[src/design/vdl_pkg.sv]
// Package for the vector delay line: register map, field layout,
// structural segment length and lane latency arithmetic.
// Assumes a single 50 MHz clock domain and an APB master outside.
//
// Function
// - Every input word appears on the output exactly L cycles later; the output FIFO here adds 2, so L+2 cycles when nothing stalls.
// - Output sample rate and data type equal those of the input.
// - All delay stages start at zero and no other start value exists.
// - The synchronous reset returns every delay stage to zero.
// - The synchronous reset clears the stages even while enable is low.
// - With enable low every delay stage holds until enable or reset.
// - Only non-negative whole-cycle latencies are accepted.
// - Zero latency is allowed only when the enable port is not used.
// - Zero latency is a plain wire from input to output.
// - Latency one is a single flip-flop stage per data bit.
// - A delay is a shift chain of L-1 cycles then one output flop.
// - Latencies above 33 cascade several shift-chain-plus-flop segments.
// - Several parallel lanes are processed every sample period.
// - In per-lane mode lane i is delayed by base plus step times (i-1).
// - The per-lane step may not give any lane a negative delay.
package vdl_pkg;

    // ------------------------------------------------------------------
    // Register map
    // ------------------------------------------------------------------
    localparam int          APB_ADDR_W     = 8;
    localparam logic [7:0]  ADDR_CTRL      = 8'h00;
    localparam logic [7:0]  ADDR_STATUS    = 8'h04;
    localparam logic [7:0]  ADDR_CONFIG    = 8'h08;
    localparam logic [7:0]  ADDR_OUT_COUNT = 8'h0C;

    localparam int          CTRL_RUN_BIT   = 0;
    localparam int          CTRL_CLEAR_BIT = 1;
    localparam logic        CTRL_RUN_RST   = 1'b1;

    localparam int          STAT_EMPTY_BIT = 0;
    localparam int          STAT_FULL_BIT  = 1;
    localparam int          STAT_LEVEL_LSB = 8;

    localparam int          CFG_LAT_LSB    = 0;
    localparam int          CFG_STEP_LSB   = 16;
    localparam int          CFG_LANE_LSB   = 24;

    localparam logic [31:0] WORD_ZERO      = 32'h0000_0000;

    // ------------------------------------------------------------------
    // Structural delay segment length
    // ------------------------------------------------------------------
    localparam int          SEG_LEN        = 33;

    function automatic int vdl_lane_lat(input int base, input int step,
                                        input int lane);
        return base + step * lane;
    endfunction : vdl_lane_lat

    function automatic int vdl_min(input int a, input int b);
        return (a < b) ? a : b;
    endfunction : vdl_min

endpackage : vdl_pkg

[src/design/vdl_top.sv]
// Vector delay line: per-lane fixed delays, an output FIFO and an APB
// register slave. All logic sits on sys_clk; ce freezes every state.
// Assumes upstream and downstream logic on the same clock.
//
// Chosen here: the APB register port and the placing of the registers.
`timescale 1ns/1ps
`default_nettype none

// ----------------------------------------------------------------------
// One structural segment: shift chain of LEN-1 words then one flop
// ----------------------------------------------------------------------
module vdl_seg
    import vdl_pkg::*;
#(
    parameter int W   = 16,
    parameter int LEN = 1
) (
    input  wire logic         sys_clk,
    input  wire logic         clr,
    input  wire logic         adv,
    input  wire logic [W-1:0] d,
    output var  logic [W-1:0] q
);
    logic [W-1:0] shift_r [LEN];

    always_ff @(posedge sys_clk) begin
        if (clr) begin
            for (int i = 0; i < LEN; i++) begin
                shift_r[i] <= '0;
            end
        end else if (adv) begin
            shift_r[0] <= d;
            for (int i = 1; i < LEN; i++) begin
                shift_r[i] <= shift_r[i-1];
            end
        end
    end

    assign q = shift_r[LEN-1];
endmodule : vdl_seg

// ----------------------------------------------------------------------
// One lane: segments of at most SEG_LEN stages in series
// ----------------------------------------------------------------------
module vdl_chain
    import vdl_pkg::*;
#(
    parameter int W   = 16,
    parameter int LAT = 1
) (
    input  wire logic         sys_clk,
    input  wire logic         clr,
    input  wire logic         adv,
    input  wire logic [W-1:0] d,
    output var  logic [W-1:0] q
);
    generate
        if (LAT == 0) begin : g_wire
            assign q = d;
        end else begin : g_segs
            localparam int NSEG = (LAT + SEG_LEN - 1) / SEG_LEN;
            logic [W-1:0] link [NSEG+1];
            assign link[0] = d;
            for (genvar k = 0; k < NSEG; k++) begin : g_seg
                // Segments are chained by plain routing, no cascade path
                vdl_seg #(
                    .W   (W),
                    .LEN (vdl_min(SEG_LEN, LAT - k * SEG_LEN))
                ) u_seg (
                    .sys_clk (sys_clk),
                    .clr     (clr),
                    .adv     (adv),
                    .d       (link[k]),
                    .q       (link[k+1])
                );
            end
            assign q = link[NSEG];
        end
    endgenerate
endmodule : vdl_chain

// ----------------------------------------------------------------------
// FIFO with registered output stage and registered in_ready
// ----------------------------------------------------------------------
module vdl_fifo #(
    parameter int W     = 64,
    parameter int DEPTH = 8,
    parameter int CNT_W = $clog2(DEPTH + 1)
) (
    input  wire logic             sys_clk,
    input  wire logic             rst,
    input  wire logic             ce,
    input  wire logic             in_valid,
    output var  logic             in_ready,
    input  wire logic [W-1:0]     in_data,
    output var  logic             out_valid,
    input  wire logic             out_ready,
    output var  logic [W-1:0]     out_data,
    output var  logic [CNT_W-1:0] level
);
    localparam int PTR_W = (DEPTH > 1) ? $clog2(DEPTH) : 1;
    localparam logic [CNT_W-1:0] FULL_CNT = CNT_W'(DEPTH);

    logic [W-1:0]     mem [DEPTH];
    logic [PTR_W-1:0] wr_ptr_r;
    logic [PTR_W-1:0] rd_ptr_r;
    logic [CNT_W-1:0] count_r;
    logic [CNT_W-1:0] count_nxt;
    logic             in_ready_r;
    logic             out_valid_r;
    logic [W-1:0]     out_data_r;
    logic             push;
    logic             pop;

    function automatic logic [PTR_W-1:0] ptr_inc(input logic [PTR_W-1:0] p);
        return (p == PTR_W'(DEPTH - 1)) ? '0 : p + 1'b1;
    endfunction : ptr_inc

    assign push = ce & in_valid & in_ready_r;
    assign pop  = ce & (count_r != '0) & (~out_valid_r | out_ready);

    always_comb begin
        count_nxt = count_r;
        if (push & ~pop) begin
            count_nxt = count_r + 1'b1;
        end else if (pop & ~push) begin
            count_nxt = count_r - 1'b1;
        end
    end

    always_ff @(posedge sys_clk) begin
        if (push) begin
            mem[wr_ptr_r] <= in_data;
        end
    end

    always_ff @(posedge sys_clk) begin
        if (rst) begin
            wr_ptr_r   <= '0;
            rd_ptr_r   <= '0;
            count_r    <= '0;
            in_ready_r <= 1'b0;
        end else if (ce) begin
            if (push) begin
                wr_ptr_r <= ptr_inc(wr_ptr_r);
            end
            if (pop) begin
                rd_ptr_r <= ptr_inc(rd_ptr_r);
            end
            count_r    <= count_nxt;
            in_ready_r <= (count_nxt < FULL_CNT);
        end
    end

    always_ff @(posedge sys_clk) begin
        if (rst) begin
            out_valid_r <= 1'b0;
            out_data_r  <= '0;
        end else if (ce) begin
            if (pop) begin
                out_valid_r <= 1'b1;
                out_data_r  <= mem[rd_ptr_r];
            end else if (out_ready) begin
                out_valid_r <= 1'b0;
            end
        end
    end

    assign in_ready  = in_ready_r;
    assign out_valid = out_valid_r;
    assign out_data  = out_data_r;
    assign level     = count_r;
endmodule : vdl_fifo

// ----------------------------------------------------------------------
// Top level
// ----------------------------------------------------------------------
module vdl_top
    import vdl_pkg::*;
#(
    parameter int DATA_W              = 16,
    parameter int PARALLEL_LANE_COUNT = 4,
    parameter int LATENCY             = 4,
    parameter int LANE_STEP           = 0,
    parameter bit USE_EN              = 1'b1,
    parameter bit USE_SRST            = 1'b1,
    parameter int FIFO_DEPTH          = 8
) (
    input  wire logic                                  sys_clk,
    input  wire logic                                  rst,
    input  wire logic                                  ce,
    input  wire logic                                  srst,
    input  wire logic                                  en,
    input  wire logic                                  in_valid,
    input  wire logic [PARALLEL_LANE_COUNT*DATA_W-1:0] in_data,
    output var  logic                                  line_ready,
    output var  logic                                  out_valid,
    input  wire logic                                  out_ready,
    output var  logic [PARALLEL_LANE_COUNT*DATA_W-1:0] out_data,
    input  wire logic                                  psel,
    input  wire logic                                  penable,
    input  wire logic                                  pwrite,
    input  wire logic [APB_ADDR_W-1:0]                 paddr,
    input  wire logic [31:0]                           pwdata,
    output var  logic [31:0]                           prdata,
    output var  logic                                  pready,
    output var  logic                                  pslverr
);
    localparam int VW    = PARALLEL_LANE_COUNT * DATA_W;
    localparam int CNT_W = $clog2(FIFO_DEPTH + 1);

    // ------------------------------------------------------------------
    // Configuration checks at elaboration
    // ------------------------------------------------------------------
    generate
        if (LATENCY < 0) begin : g_bad_lat
            $error("vdl_top: latency must be non-negative");
        end
        if (USE_EN && LATENCY == 0) begin : g_bad_en
            $error("vdl_top: zero latency needs the enable unused");
        end
        if (vdl_lane_lat(LATENCY, LANE_STEP,
                         PARALLEL_LANE_COUNT - 1) < 0) begin : g_bad_step
            $error("vdl_top: lane step gives a negative delay");
        end
    endgenerate

    // ------------------------------------------------------------------
    // Control
    // ------------------------------------------------------------------
    logic             run_r;
    logic             clear_r;
    logic [31:0]      out_count_r;
    logic [31:0]      prdata_r;
    logic             pready_r;
    logic             pslverr_r;
    logic             fifo_ready;
    logic [CNT_W-1:0] fifo_level;
    logic             en_ok;
    logic             adv;
    logic             clr;
    logic             apb_do;
    logic [VW-1:0]    dly_data;
    logic             dly_valid;

    // The enable is a plain same-clock level from the datapath
    assign en_ok = USE_EN ? en : 1'b1;
    // Stall on a full FIFO so no delayed word is dropped for lack of room
    assign adv   = ce & en_ok & run_r & fifo_ready;
    // Clear beats enable, run and back-pressure alike
    assign clr   = rst | (ce & ((USE_SRST & srst) | clear_r));

    // ------------------------------------------------------------------
    // Delay lanes
    // ------------------------------------------------------------------
    generate
        for (genvar i = 0; i < PARALLEL_LANE_COUNT; i++) begin : g_lane
            vdl_chain #(
                .W   (DATA_W),
                .LAT (vdl_lane_lat(LATENCY, LANE_STEP, i))
            ) u_lane (
                .sys_clk (sys_clk),
                .clr     (clr),
                .adv     (adv),
                .d       (in_data[i*DATA_W +: DATA_W]),
                .q       (dly_data[i*DATA_W +: DATA_W])
            );
        end
    endgenerate

    // Valid follows the base latency so word marking stays aligned
    vdl_chain #(
        .W   (1),
        .LAT (LATENCY)
    ) u_valid (
        .sys_clk (sys_clk),
        .clr     (clr),
        .adv     (adv),
        .d       (in_valid),
        .q       (dly_valid)
    );

    vdl_fifo #(
        .W     (VW),
        .DEPTH (FIFO_DEPTH),
        .CNT_W (CNT_W)
    ) u_fifo (
        .sys_clk   (sys_clk),
        .rst       (rst),
        .ce        (ce),
        // A word at the line's end is dropped when a clear hits that edge
        .in_valid  (dly_valid & adv & ~clr),
        .in_ready  (fifo_ready),
        .in_data   (dly_data),
        .out_valid (out_valid),
        .out_ready (out_ready),
        .out_data  (out_data),
        .level     (fifo_level)
    );

    assign line_ready = fifo_ready;

    // ------------------------------------------------------------------
    // APB slave: one wait state, answer registered
    // ------------------------------------------------------------------
    assign apb_do = psel & penable & pready_r;

    always_ff @(posedge sys_clk) begin
        if (rst) begin
            pready_r <= 1'b0;
        end else if (ce) begin
            pready_r <= psel & penable & ~pready_r;
        end
    end

    always_ff @(posedge sys_clk) begin
        if (rst) begin
            prdata_r  <= WORD_ZERO;
            pslverr_r <= 1'b0;
        end else if (ce && psel && penable && !pready_r) begin
            prdata_r  <= WORD_ZERO;
            pslverr_r <= 1'b0;
            case (paddr)
                ADDR_CTRL: begin
                    prdata_r[CTRL_RUN_BIT] <= run_r;
                end
                ADDR_STATUS: begin
                    prdata_r[STAT_EMPTY_BIT] <= (fifo_level == '0);
                    prdata_r[STAT_FULL_BIT]  <= ~fifo_ready;
                    prdata_r[STAT_LEVEL_LSB +: CNT_W] <= fifo_level;
                end
                ADDR_CONFIG: begin
                    if (!pwrite) begin
                        prdata_r[CFG_LAT_LSB +: 16]  <= 16'(LATENCY);
                        prdata_r[CFG_STEP_LSB +: 8]  <= 8'(LANE_STEP);
                        prdata_r[CFG_LANE_LSB +: 8]  <=
                            8'(PARALLEL_LANE_COUNT);
                    end else begin
                        pslverr_r <= 1'b1;
                    end
                end
                ADDR_OUT_COUNT: begin
                    prdata_r <= out_count_r;
                end
                default: begin
                    pslverr_r <= 1'b1;
                end
            endcase
        end
    end

    always_ff @(posedge sys_clk) begin
        if (rst) begin
            run_r <= CTRL_RUN_RST;
        end else if (ce && apb_do && pwrite && paddr == ADDR_CTRL) begin
            run_r <= pwdata[CTRL_RUN_BIT];
        end
    end

    // Clear is a one-cycle pulse; it reads back as zero
    always_ff @(posedge sys_clk) begin
        if (rst) begin
            clear_r <= 1'b0;
        end else if (ce) begin
            clear_r <= apb_do & pwrite & (paddr == ADDR_CTRL)
                       & pwdata[CTRL_CLEAR_BIT];
        end
    end

    // Any write to the counter zeroes it; a delivery in that cycle then counts as one
    always_ff @(posedge sys_clk) begin
        if (rst) begin
            out_count_r <= WORD_ZERO;
        end else if (ce) begin
            if (out_valid && out_ready) begin
                if (apb_do && pwrite && paddr == ADDR_OUT_COUNT) begin
                    out_count_r <= 32'h0000_0001;
                end else begin
                    out_count_r <= out_count_r + 1'b1;
                end
            end else if (apb_do && pwrite && paddr == ADDR_OUT_COUNT) begin
                out_count_r <= WORD_ZERO;
            end
        end
    end

    assign prdata  = prdata_r;
    assign pready  = pready_r;
    assign pslverr = pslverr_r;
endmodule : vdl_top

`default_nettype wire

[config.mk]
export PLATFORM = sky130hd
export DESIGN_NAME = vdl_top
export DESIGN_NICKNAME = d
export VERILOG_FILES = /design/src/design/vdl_pkg.sv /design/src/design/vdl_top.sv
export SDC_FILE = /design/constraint.sdc
export NUM_CORES = 1
export LEC_CHECK = 0
export ABC_CLOCK_PERIOD_IN_PS = 9350
export BUFFER_PORTS_ARGS = -buffer_cell sky130_fd_sc_hd__buf_4
export CAP_MARGIN = 20
export CORE_UTILIZATION = 45
export CTS_BUF_LIST = sky130_fd_sc_hd__clkbuf_4 sky130_fd_sc_hd__clkbuf_8 sky130_fd_sc_hd__clkbuf_16
export CTS_CLUSTER_SIZE = 20
export DETAILED_ROUTE_END_ITERATION = 7
export MAX_ROUTING_LAYER = met4
export REMOVE_ABC_BUFFERS = 1
export SLEW_MARGIN = 40
export SYNTH_ARGS = -nofsm -noshare
export SYNTH_HDL_FRONTEND = slang
export SYNTH_SLANG_ARGS = --single-unit
export TNS_END_PERCENT = 5
[constraint.sdc]
create_clock -name sys_clk -period 9.35 [get_ports sys_clk]
set_input_delay 0.935 -clock sys_clk [delete_from_list [all_inputs] [get_ports sys_clk]]
set_output_delay 0.935 -clock sys_clk [all_outputs]
set_load 0.01 [all_outputs]
**Word-level counts from Yosys, hierarchy flattened**

Memories as Yosys holds them, arrays and structs flattened. A register that Yosys moved wholly into a read port is not among the register bits.
Cells that the tools add are included.

- $lt $le $gt $ge: 1
- Equality and inequality tests: 5
- Bitwise logic cells: 47
- Muxes and demuxes: 44
- Reductions and logical operators: 20
- Add/sub/neg operators: 5

Operators by type and width:

| kind | count |
|---|---|
| 16-bit two-way mux | 16 |
| 32-bit two-way mux | 3 |
| 20-bit one-hot mux with 2 select lines | 1 |
| 32-bit by 1-bit adder with 32-bit output, second input constant | 1 |
| 27-bit two-way mux | 1 |
| 1-bit OR | 23 |
| 1-bit AND | 18 |
| 8-bit by 4-bit equality test with 1-bit output, second input constant | 2 |
| 1-bit two-way mux | 14 |
| 4-bit one-hot mux with 3 select lines | 1 |
| 6-bit one-hot mux with 2 select lines | 1 |
| 1-bit logical AND | 9 |
| 8-bit by 3-bit equality test with 1-bit output, second input constant | 1 |
| 8-bit logical NOT | 1 |
| 4-bit two-way mux | 2 |
| 2-bit AND reduction | 4 |
| 3-bit by 1-bit adder with 3-bit output, second input constant | 2 |
| 3-bit equality test, second input constant | 2 |
| 3-bit two-way mux | 2 |
| 1-bit NOT | 6 |
| 4-bit by 1-bit adder with 4-bit output, second input constant | 1 |
| 4-bit logical NOT | 1 |
| 4-bit less-than comparator, second input constant | 1 |
| 1-bit one-hot mux with 4 select lines | 1 |
| 7 further kinds | 8 |

- Register bits: 80
- Memories: 6
- RAM bits: 772
- Bits of input ports: 114

Memory list:

| name | depth | width | rd ports | clocked after Yosys merged registers in | wr ports | line | source |
|---|---|---|---|---|---|---|---|
| u_fifo.mem | 8 | 64 | 1 | 1 | 1 | vdl_top.sv:104 | `logic [W-1:0] mem [DEPTH];` |
| g_lane[0].u_lane.g_segs.g_seg[0].u_seg.shift_r | 4 | 16 | 4 | 0 | 4 | vdl_top.sv:24 | `logic [W-1:0] shift_r [LEN];` |
| g_lane[1].u_lane.g_segs.g_seg[0].u_seg.shift_r | 4 | 16 | 4 | 0 | 4 | vdl_top.sv:24 |  |
| g_lane[2].u_lane.g_segs.g_seg[0].u_seg.shift_r | 4 | 16 | 4 | 0 | 4 | vdl_top.sv:24 |  |
| g_lane[3].u_lane.g_segs.g_seg[0].u_seg.shift_r | 4 | 16 | 4 | 0 | 4 | vdl_top.sv:24 |  |
| u_valid.g_segs.g_seg[0].u_seg.shift_r | 4 | 1 | 4 | 0 | 4 | vdl_top.sv:24 |  |

**Logic depth before layout (Yosys ltp)**

- Word-level depth: 12
- Mapped depth: 14
- Mapped depth without buffers: 12

**Modules after synthesis**

From an unflattened synthesis, not the netlist that was laid out.

- Cells, all modules: 2,004
- Area, all modules: 36,139.7 um^2

By module, submodules not included:

| module | area each (um^2) | times used | cells each | seq. area each (um^2) |
|---|---|---|---|---|
| vdl_fifo | 22,537.9 | 1 | 1,066 | 16,896.2 |
| vdl_seg at g_lane[0].u_lane.g_segs.g_seg[0].u_seg ... | 2,601.2 | 4 | 143 | 1,921.8 |
| vdl_top | 3,035.4 | 1 | 357 | 1,361.3 |
| vdl_seg at u_valid.g_segs.g_seg[0].u_seg | 161.4 | 1 | 9 | 120.1 |

**Worst setup path after synthesis**

Ideal clock, no wire load.

- Path kind: input to register
- Start: input rst
- End: memory g_lane[0].u_lane.g_segs.g_seg[0].u_seg.shift_r[0][0], enable pin
- Stages: 3
- Path slack: -0.337 ns
- Data required time: 6.715 ns
- Path buffers: 1
- Arrival time: 7.052 ns
- Cell sequence: clkbuf_1 -> inv_1 -> nand3_1

RTL lines:

| item | line | source |
|---|---|---|
| start, declared | vdl_top.sv:190 | `input wire logic rst,` |
| end, declared | vdl_top.sv:24 |  |

**Worst setup path in the final report**

- Start: input srst
- End: memory u_fifo.mem[1][24], enable pin

- Cells in the longest elaborated chain, start to end: 9

Ends and longest elaborated chain:

| item | line | source |
|---|---|---|
| start, declared | vdl_top.sv:192 | `input wire logic srst,` |
| 1-bit OR | vdl_top.sv:251 | `assign clr = rst \| (ce & ((USE_SRST & srst) \| clear_r));` |
| 1-bit AND | vdl_top.sv:251 |  |
| 1-bit OR | vdl_top.sv:251 |  |
| 1-bit NOT | vdl_top.sv:292 | `.in_valid (dly_valid & adv & ~clr),` |
| 1-bit AND | vdl_top.sv:292 |  |
| 1-bit AND (2 in a row) | vdl_top.sv:119 | `assign push = ce & in_valid & in_ready_r;` |
| 1-bit two-way mux | vdl_top.sv:132 | `if (push) begin` |
| 1-bit two-way mux (not written as such) | vdl_top.sv:133 | `mem[wr_ptr_r] <= in_data;` |
| end, declared | vdl_top.sv:104 |  |

Every way passes these cells.

==> metrics.txt <==
# TYPE chip_impl_metric gauge
chip_impl_metric{name="maxSlewHeadroom",unit=""} 0.437
chip_impl_info{name="grt_most_used_layer",value="met2"} 1
chip_impl_metric{name="area.growth.synth_to_final",unit="%"} 17.5
chip_impl_metric{name="drc_errors",unit=""} 0
chip_impl_metric{name="switching_share",unit=""} 0.193
chip_impl_metric{name="finalWirelength",unit="um"} 66100
chip_impl_metric{name="drt_pre_antenna_iters",unit=""} 5
chip_impl_metric{name="grt_pass1_vias",unit=""} 17626
chip_impl_info{name="clock_tree.root_cell",value="sky130_fd_sc_hd__clkbuf_16"} 1
chip_impl_info{name="outcome",value="complete, no violations"} 1
chip_impl_info{name="hold_path_class",value="flip-flop to flip-flop"} 1
chip_impl_metric{name="yosysWarnings",unit=""} 0
chip_impl_metric{name="timing_hold_violations_final",unit=""} 0
chip_impl_metric{name="leakagePower",unit="nW"} 13.6
chip_impl_metric{name="post-dp-hpwl",unit="um"} 35300
chip_impl_metric{name="num-fill-cells",unit=""} 6041
chip_impl_metric{name="final_antenna_net_count",unit=""} 0
chip_impl_metric{name="wl_per_cell",unit="um"} 20.1
chip_impl_metric{name="worst_ep_arrival_time",unit="ps"} 3980
chip_impl_metric{name="report.power.total",unit="W"} 0.00843
chip_impl_metric{name="chipHeight",unit="um"} 279
chip_impl_metric{name="synth_cell_types",unit=""} 51
chip_impl_metric{name="globalRouteMet3Util",unit=""} 0.0287
chip_impl_metric{name="pin_count_of_the_biggest_net_entering_global_routing",unit=""} 148
chip_impl_info{name="worstSetupPathType",value="input port to flip-flop"} 1
chip_impl_metric{name="yosys.area.top_type_share",unit=""} 0.671
chip_impl_metric{name="critPathMaxStageDelay",unit="ps"} 710
chip_impl_metric{name="grt_use_total",unit=""} 0.176
chip_impl_metric{name="synthesized_area",unit="mm2"} 0.0346
chip_impl_metric{name="net_switching_component_of_the_power",unit="W"} 0.00163
chip_impl_metric{name="met2_usage",unit=""} 0.284
chip_impl_info{name="timing.critical_path.slowest_stage_cell",value="sky130_fd_sc_hd__buf_4"} 1
chip_impl_metric{name="clkLatencyLatePin",unit="ps"} 630
chip_impl_metric{name="portBuffers",unit=""} 183
chip_impl_metric{name="synth_area_per_cell",unit="um2"} 17.6
chip_impl_info{name="crit_path_end_kind",value="flip-flop"} 1
chip_impl_metric{name="design.final.nets",unit=""} 2296
chip_impl_metric{name="postSynthRegisterBits",unit=""} 916
chip_impl_info{name="synth_largest_area_cell",value="sky130_fd_sc_hd__edfxtp_1"} 1
chip_impl_metric{name="layout_min_cycle_time",unit="ps"} 3740
chip_impl_metric{name="period_share",unit=""} 0.400
chip_impl_metric{name="timing.fmax",unit="GHz"} 0.268
chip_impl_metric{name="die_width",unit="um"} 279
chip_impl_metric{name="pwr_density_cell",unit="mW/mm2"} 208
chip_impl_metric{name="report.final.setup_viol",unit=""} 0
chip_impl_info{name="timing.critical_path.cells",value="buf_4, o21ai_0, nor3b_2, buf_12, nand2_1, nor3_2, buf_4, buf_4"} 1
chip_impl_info{name="layout.cells.most_common",value="sky130_fd_sc_hd__edfxtp_1"} 1
chip_impl_metric{name="critical_path_peak_fanout",unit=""} 64
chip_impl_metric{name="dr.first_iter.drc_count",unit=""} 1170
chip_impl_metric{name="synth_enable_flop_cells",unit=""} 772
chip_impl_metric{name="num_io_pins",unit=""} 214
chip_impl_info{name="critPathLaunchType",value="input port"} 1
chip_impl_metric{name="cts_max_path_buffers",unit=""} 3
chip_impl_metric{name="power.share.sequential",unit=""} 0.539
chip_impl_metric{name="grt_overflow",unit=""} 0
chip_impl_metric{name="antenna-diode-count",unit=""} 0
chip_impl_info{name="top_cells_by_area_in_the_synthesized_netlist",value="sky130_fd_sc_hd__edfxtp_1 (67%), sky130_fd_sc_hd__dfxtp_1 (8.3%), sky130_fd_sc_hd__mux4_2 (8.3%)"} 1
chip_impl_metric{name="cts.repair_timing.setup_buffer_count",unit=""} 0
chip_impl_metric{name="synthCells",unit=""} 1963
chip_impl_metric{name="htree_levels",unit=""} 3
chip_impl_metric{name="final.setup_skew",unit="ps"} 21.9
chip_impl_metric{name="cts.reportedPaths.clkPinSlew",unit="ps"} 60
chip_impl_metric{name="ys_seq_area_frac",unit=""} 0.754
chip_impl_metric{name="fraction_of_final_layout_cells_sized_beyond_drive_strength_1",unit=""} 0.240
chip_impl_metric{name="fin_util",unit=""} 0.535
chip_impl_metric{name="worst_pin_slew",unit="ps"} 844
chip_impl_metric{name="intPower",unit="W"} 0.00680
chip_impl_metric{name="tritoncts_num_sinks",unit=""} 916
chip_impl_info{name="cell_with_the_most_instances_on_the_worst_path",value="sky130_fd_sc_hd__buf_4"} 1
chip_impl_info{name="layout.cells.most_common_list",value="sky130_fd_sc_hd__edfxtp_1 (772), sky130_fd_sc_hd__and2_1 (262), sky130_fd_sc_hd__buf_4 (202)"} 1
chip_impl_metric{name="grt.met1_usage",unit=""} 0.231
chip_impl_metric{name="cap_viol_max_count",unit=""} 0
chip_impl_metric{name="dieArea",unit="mm2"} 0.0779
chip_impl_metric{name="timing.critical_path.required",unit="ps"} 9590
chip_impl_metric{name="postCtsResizedCells",unit=""} 0
chip_impl_metric{name="clock_power_share",unit=""} 0.447
chip_impl_metric{name="core_area",unit="mm2"} 0.0759
chip_impl_metric{name="ir_drop",unit="uV"} 147
chip_impl_metric{name="asyncSetResetFlopFracSynth",unit=""} 0
chip_impl_metric{name="combinationalPowerShare",unit=""} 0.014
chip_impl_metric{name="initial_antenna_violation_count",unit=""} 0
chip_impl_metric{name="detail_route.vias_per_cell",unit=""} 5.27
chip_impl_metric{name="detailroute.via_count",unit=""} 17288
chip_impl_metric{name="cts_made_buffers",unit=""} 95
chip_impl_metric{name="core.rowCount",unit=""} 101
chip_impl_info{name="synth_flop_cell",value="sky130_fd_sc_hd__edfxtp_1"} 1
chip_impl_info{name="rsz0062_at_grt",value="no"} 1
chip_impl_info{name="tritoncts",value="yes"} 1
chip_impl_metric{name="timing_max_transition_violations_final",unit=""} 0
chip_impl_metric{name="holdBufCountCts",unit=""} 0
chip_impl_metric{name="initial_utilization",unit=""} 0.455
chip_impl_metric{name="final_replace_weighted_congestion",unit=""} 0.802
chip_impl_metric{name="global_route_wire_length_before_repair",unit="um"} 102000
## kinds of logic (layout without fill, tap and decap cells)
group           after synthesis  in the layout  synth area share
fa+ha+maj                    11             11           0.00398
compound gates              168            168            0.0363
buf+inv                     128            415            0.0147
xor+xnor                     15             15           0.00380
simple gates                528            528            0.0837
mux                         197            197             0.103
flops                       916            916             0.754
## routing by layer
metal  vias up  part of all wire
met2       364              0.49
met5         -                 0
met3       105             0.044
li1       8005                 -
met4         0             0.021
met1      8814              0.45
## power by group through the flow
stage,Sequential [W],Combinational (W),Clock [W]
global placement,0.00463,0.000114,0
floorplan,0.00464,0.0000479,0
CTS,0.00455,0.000118,0.00387
detailed placement,0.00463,0.000118,0
global route,0.00455,0.000127,0.00402
finish,0.00454,0.000116,0.00377
## path summary, 6_finish.rpt
check | start | endpoint | slack [ps] | cells after the start
max reg2reg | clear_r | u_fifo.mem[1][24] | 5700 | 7
max | srst | u_fifo.mem[1][24] | 5610 | 8
min reg2reg | pslverr | pslverr | 480 | 2
min | pslverr | pslverr | 480 | 2
## cell type report
class / instances / area (um2) / area share
Sequential cell: 916 / 26100 / 0.642
Tap cell: 1030 / 1290 / 0.0317
Inverter: 19 / 76.3 / 0.00188
Multi-Input combinational cell: 919 / 8100 / 0.199
Timing Repair Buffer: 220 / 1880 / 0.0462
Clock buffer: 138 / 2810 / 0.0692
Clock inverter: 38 / 390 / 0.00961
## registers in the layout, summed over array words and instances (netlist names), 3 cells and up, named ones only
signal and cells:
u_valid.g_segs.g_seg.u_seg.shift_r 4, g_lane.u_lane.g_segs.g_seg.u_seg.shift_r 256, u_fifo.out_data 64, u_fifo.mem 512, u_fifo.wr_ptr_r 3, out_count_r 32
u_fifo.rd_ptr_r 3, prdata 32, u_fifo.level 3
## Yosys cell counts (all sizes together), types with 4 or more instances
cell / n
edfxtp: 772
and2: 262
dfxtp: 144
mux4: 128
nor2: 118
clkbuf: 94
a211oi: 71
mux2i: 69
nand2: 46
a22oi: 33
nand3: 32
a21oi: 23
inv: 18
buf: 15
xnor2: 15
ha: 11
nor3: 11
or4: 11
o21ai: 10
nand4: 9
o211ai: 9
or3: 9
a31oi: 5
and4: 4
nand3b: 4
nor2b: 4
nor4: 4
## metrics by stage
step / hold slack, ps / area [um2] / setup WS, ps / setup TNS (ps) / std cells
6_report: 475 / 40600 / 5610 / 0 / 3280
4_1_cts: 478 / 40600 / 5580 / 0 / 3278
2_1_floorplan: 447 / 34100 / -7140 / -2070680 / 1854
3_3_place_gp: 466 / 37100 / 4140 / 0 / 3093
3_5_place_dp: 468 / 37400 / 4950 / 0 / 3102
5_1_grt: 500 / 40600 / 5460 / 0 / 3280
## worst max-delay path: cells and delay by family
family	cells	cell delay, ps
and+or+nand+nor	3	870
buffers and inverters	4	1490
AOI/OAI and AO/OA	1	640
Note: power is estimated with default switching activity, not from simulation.
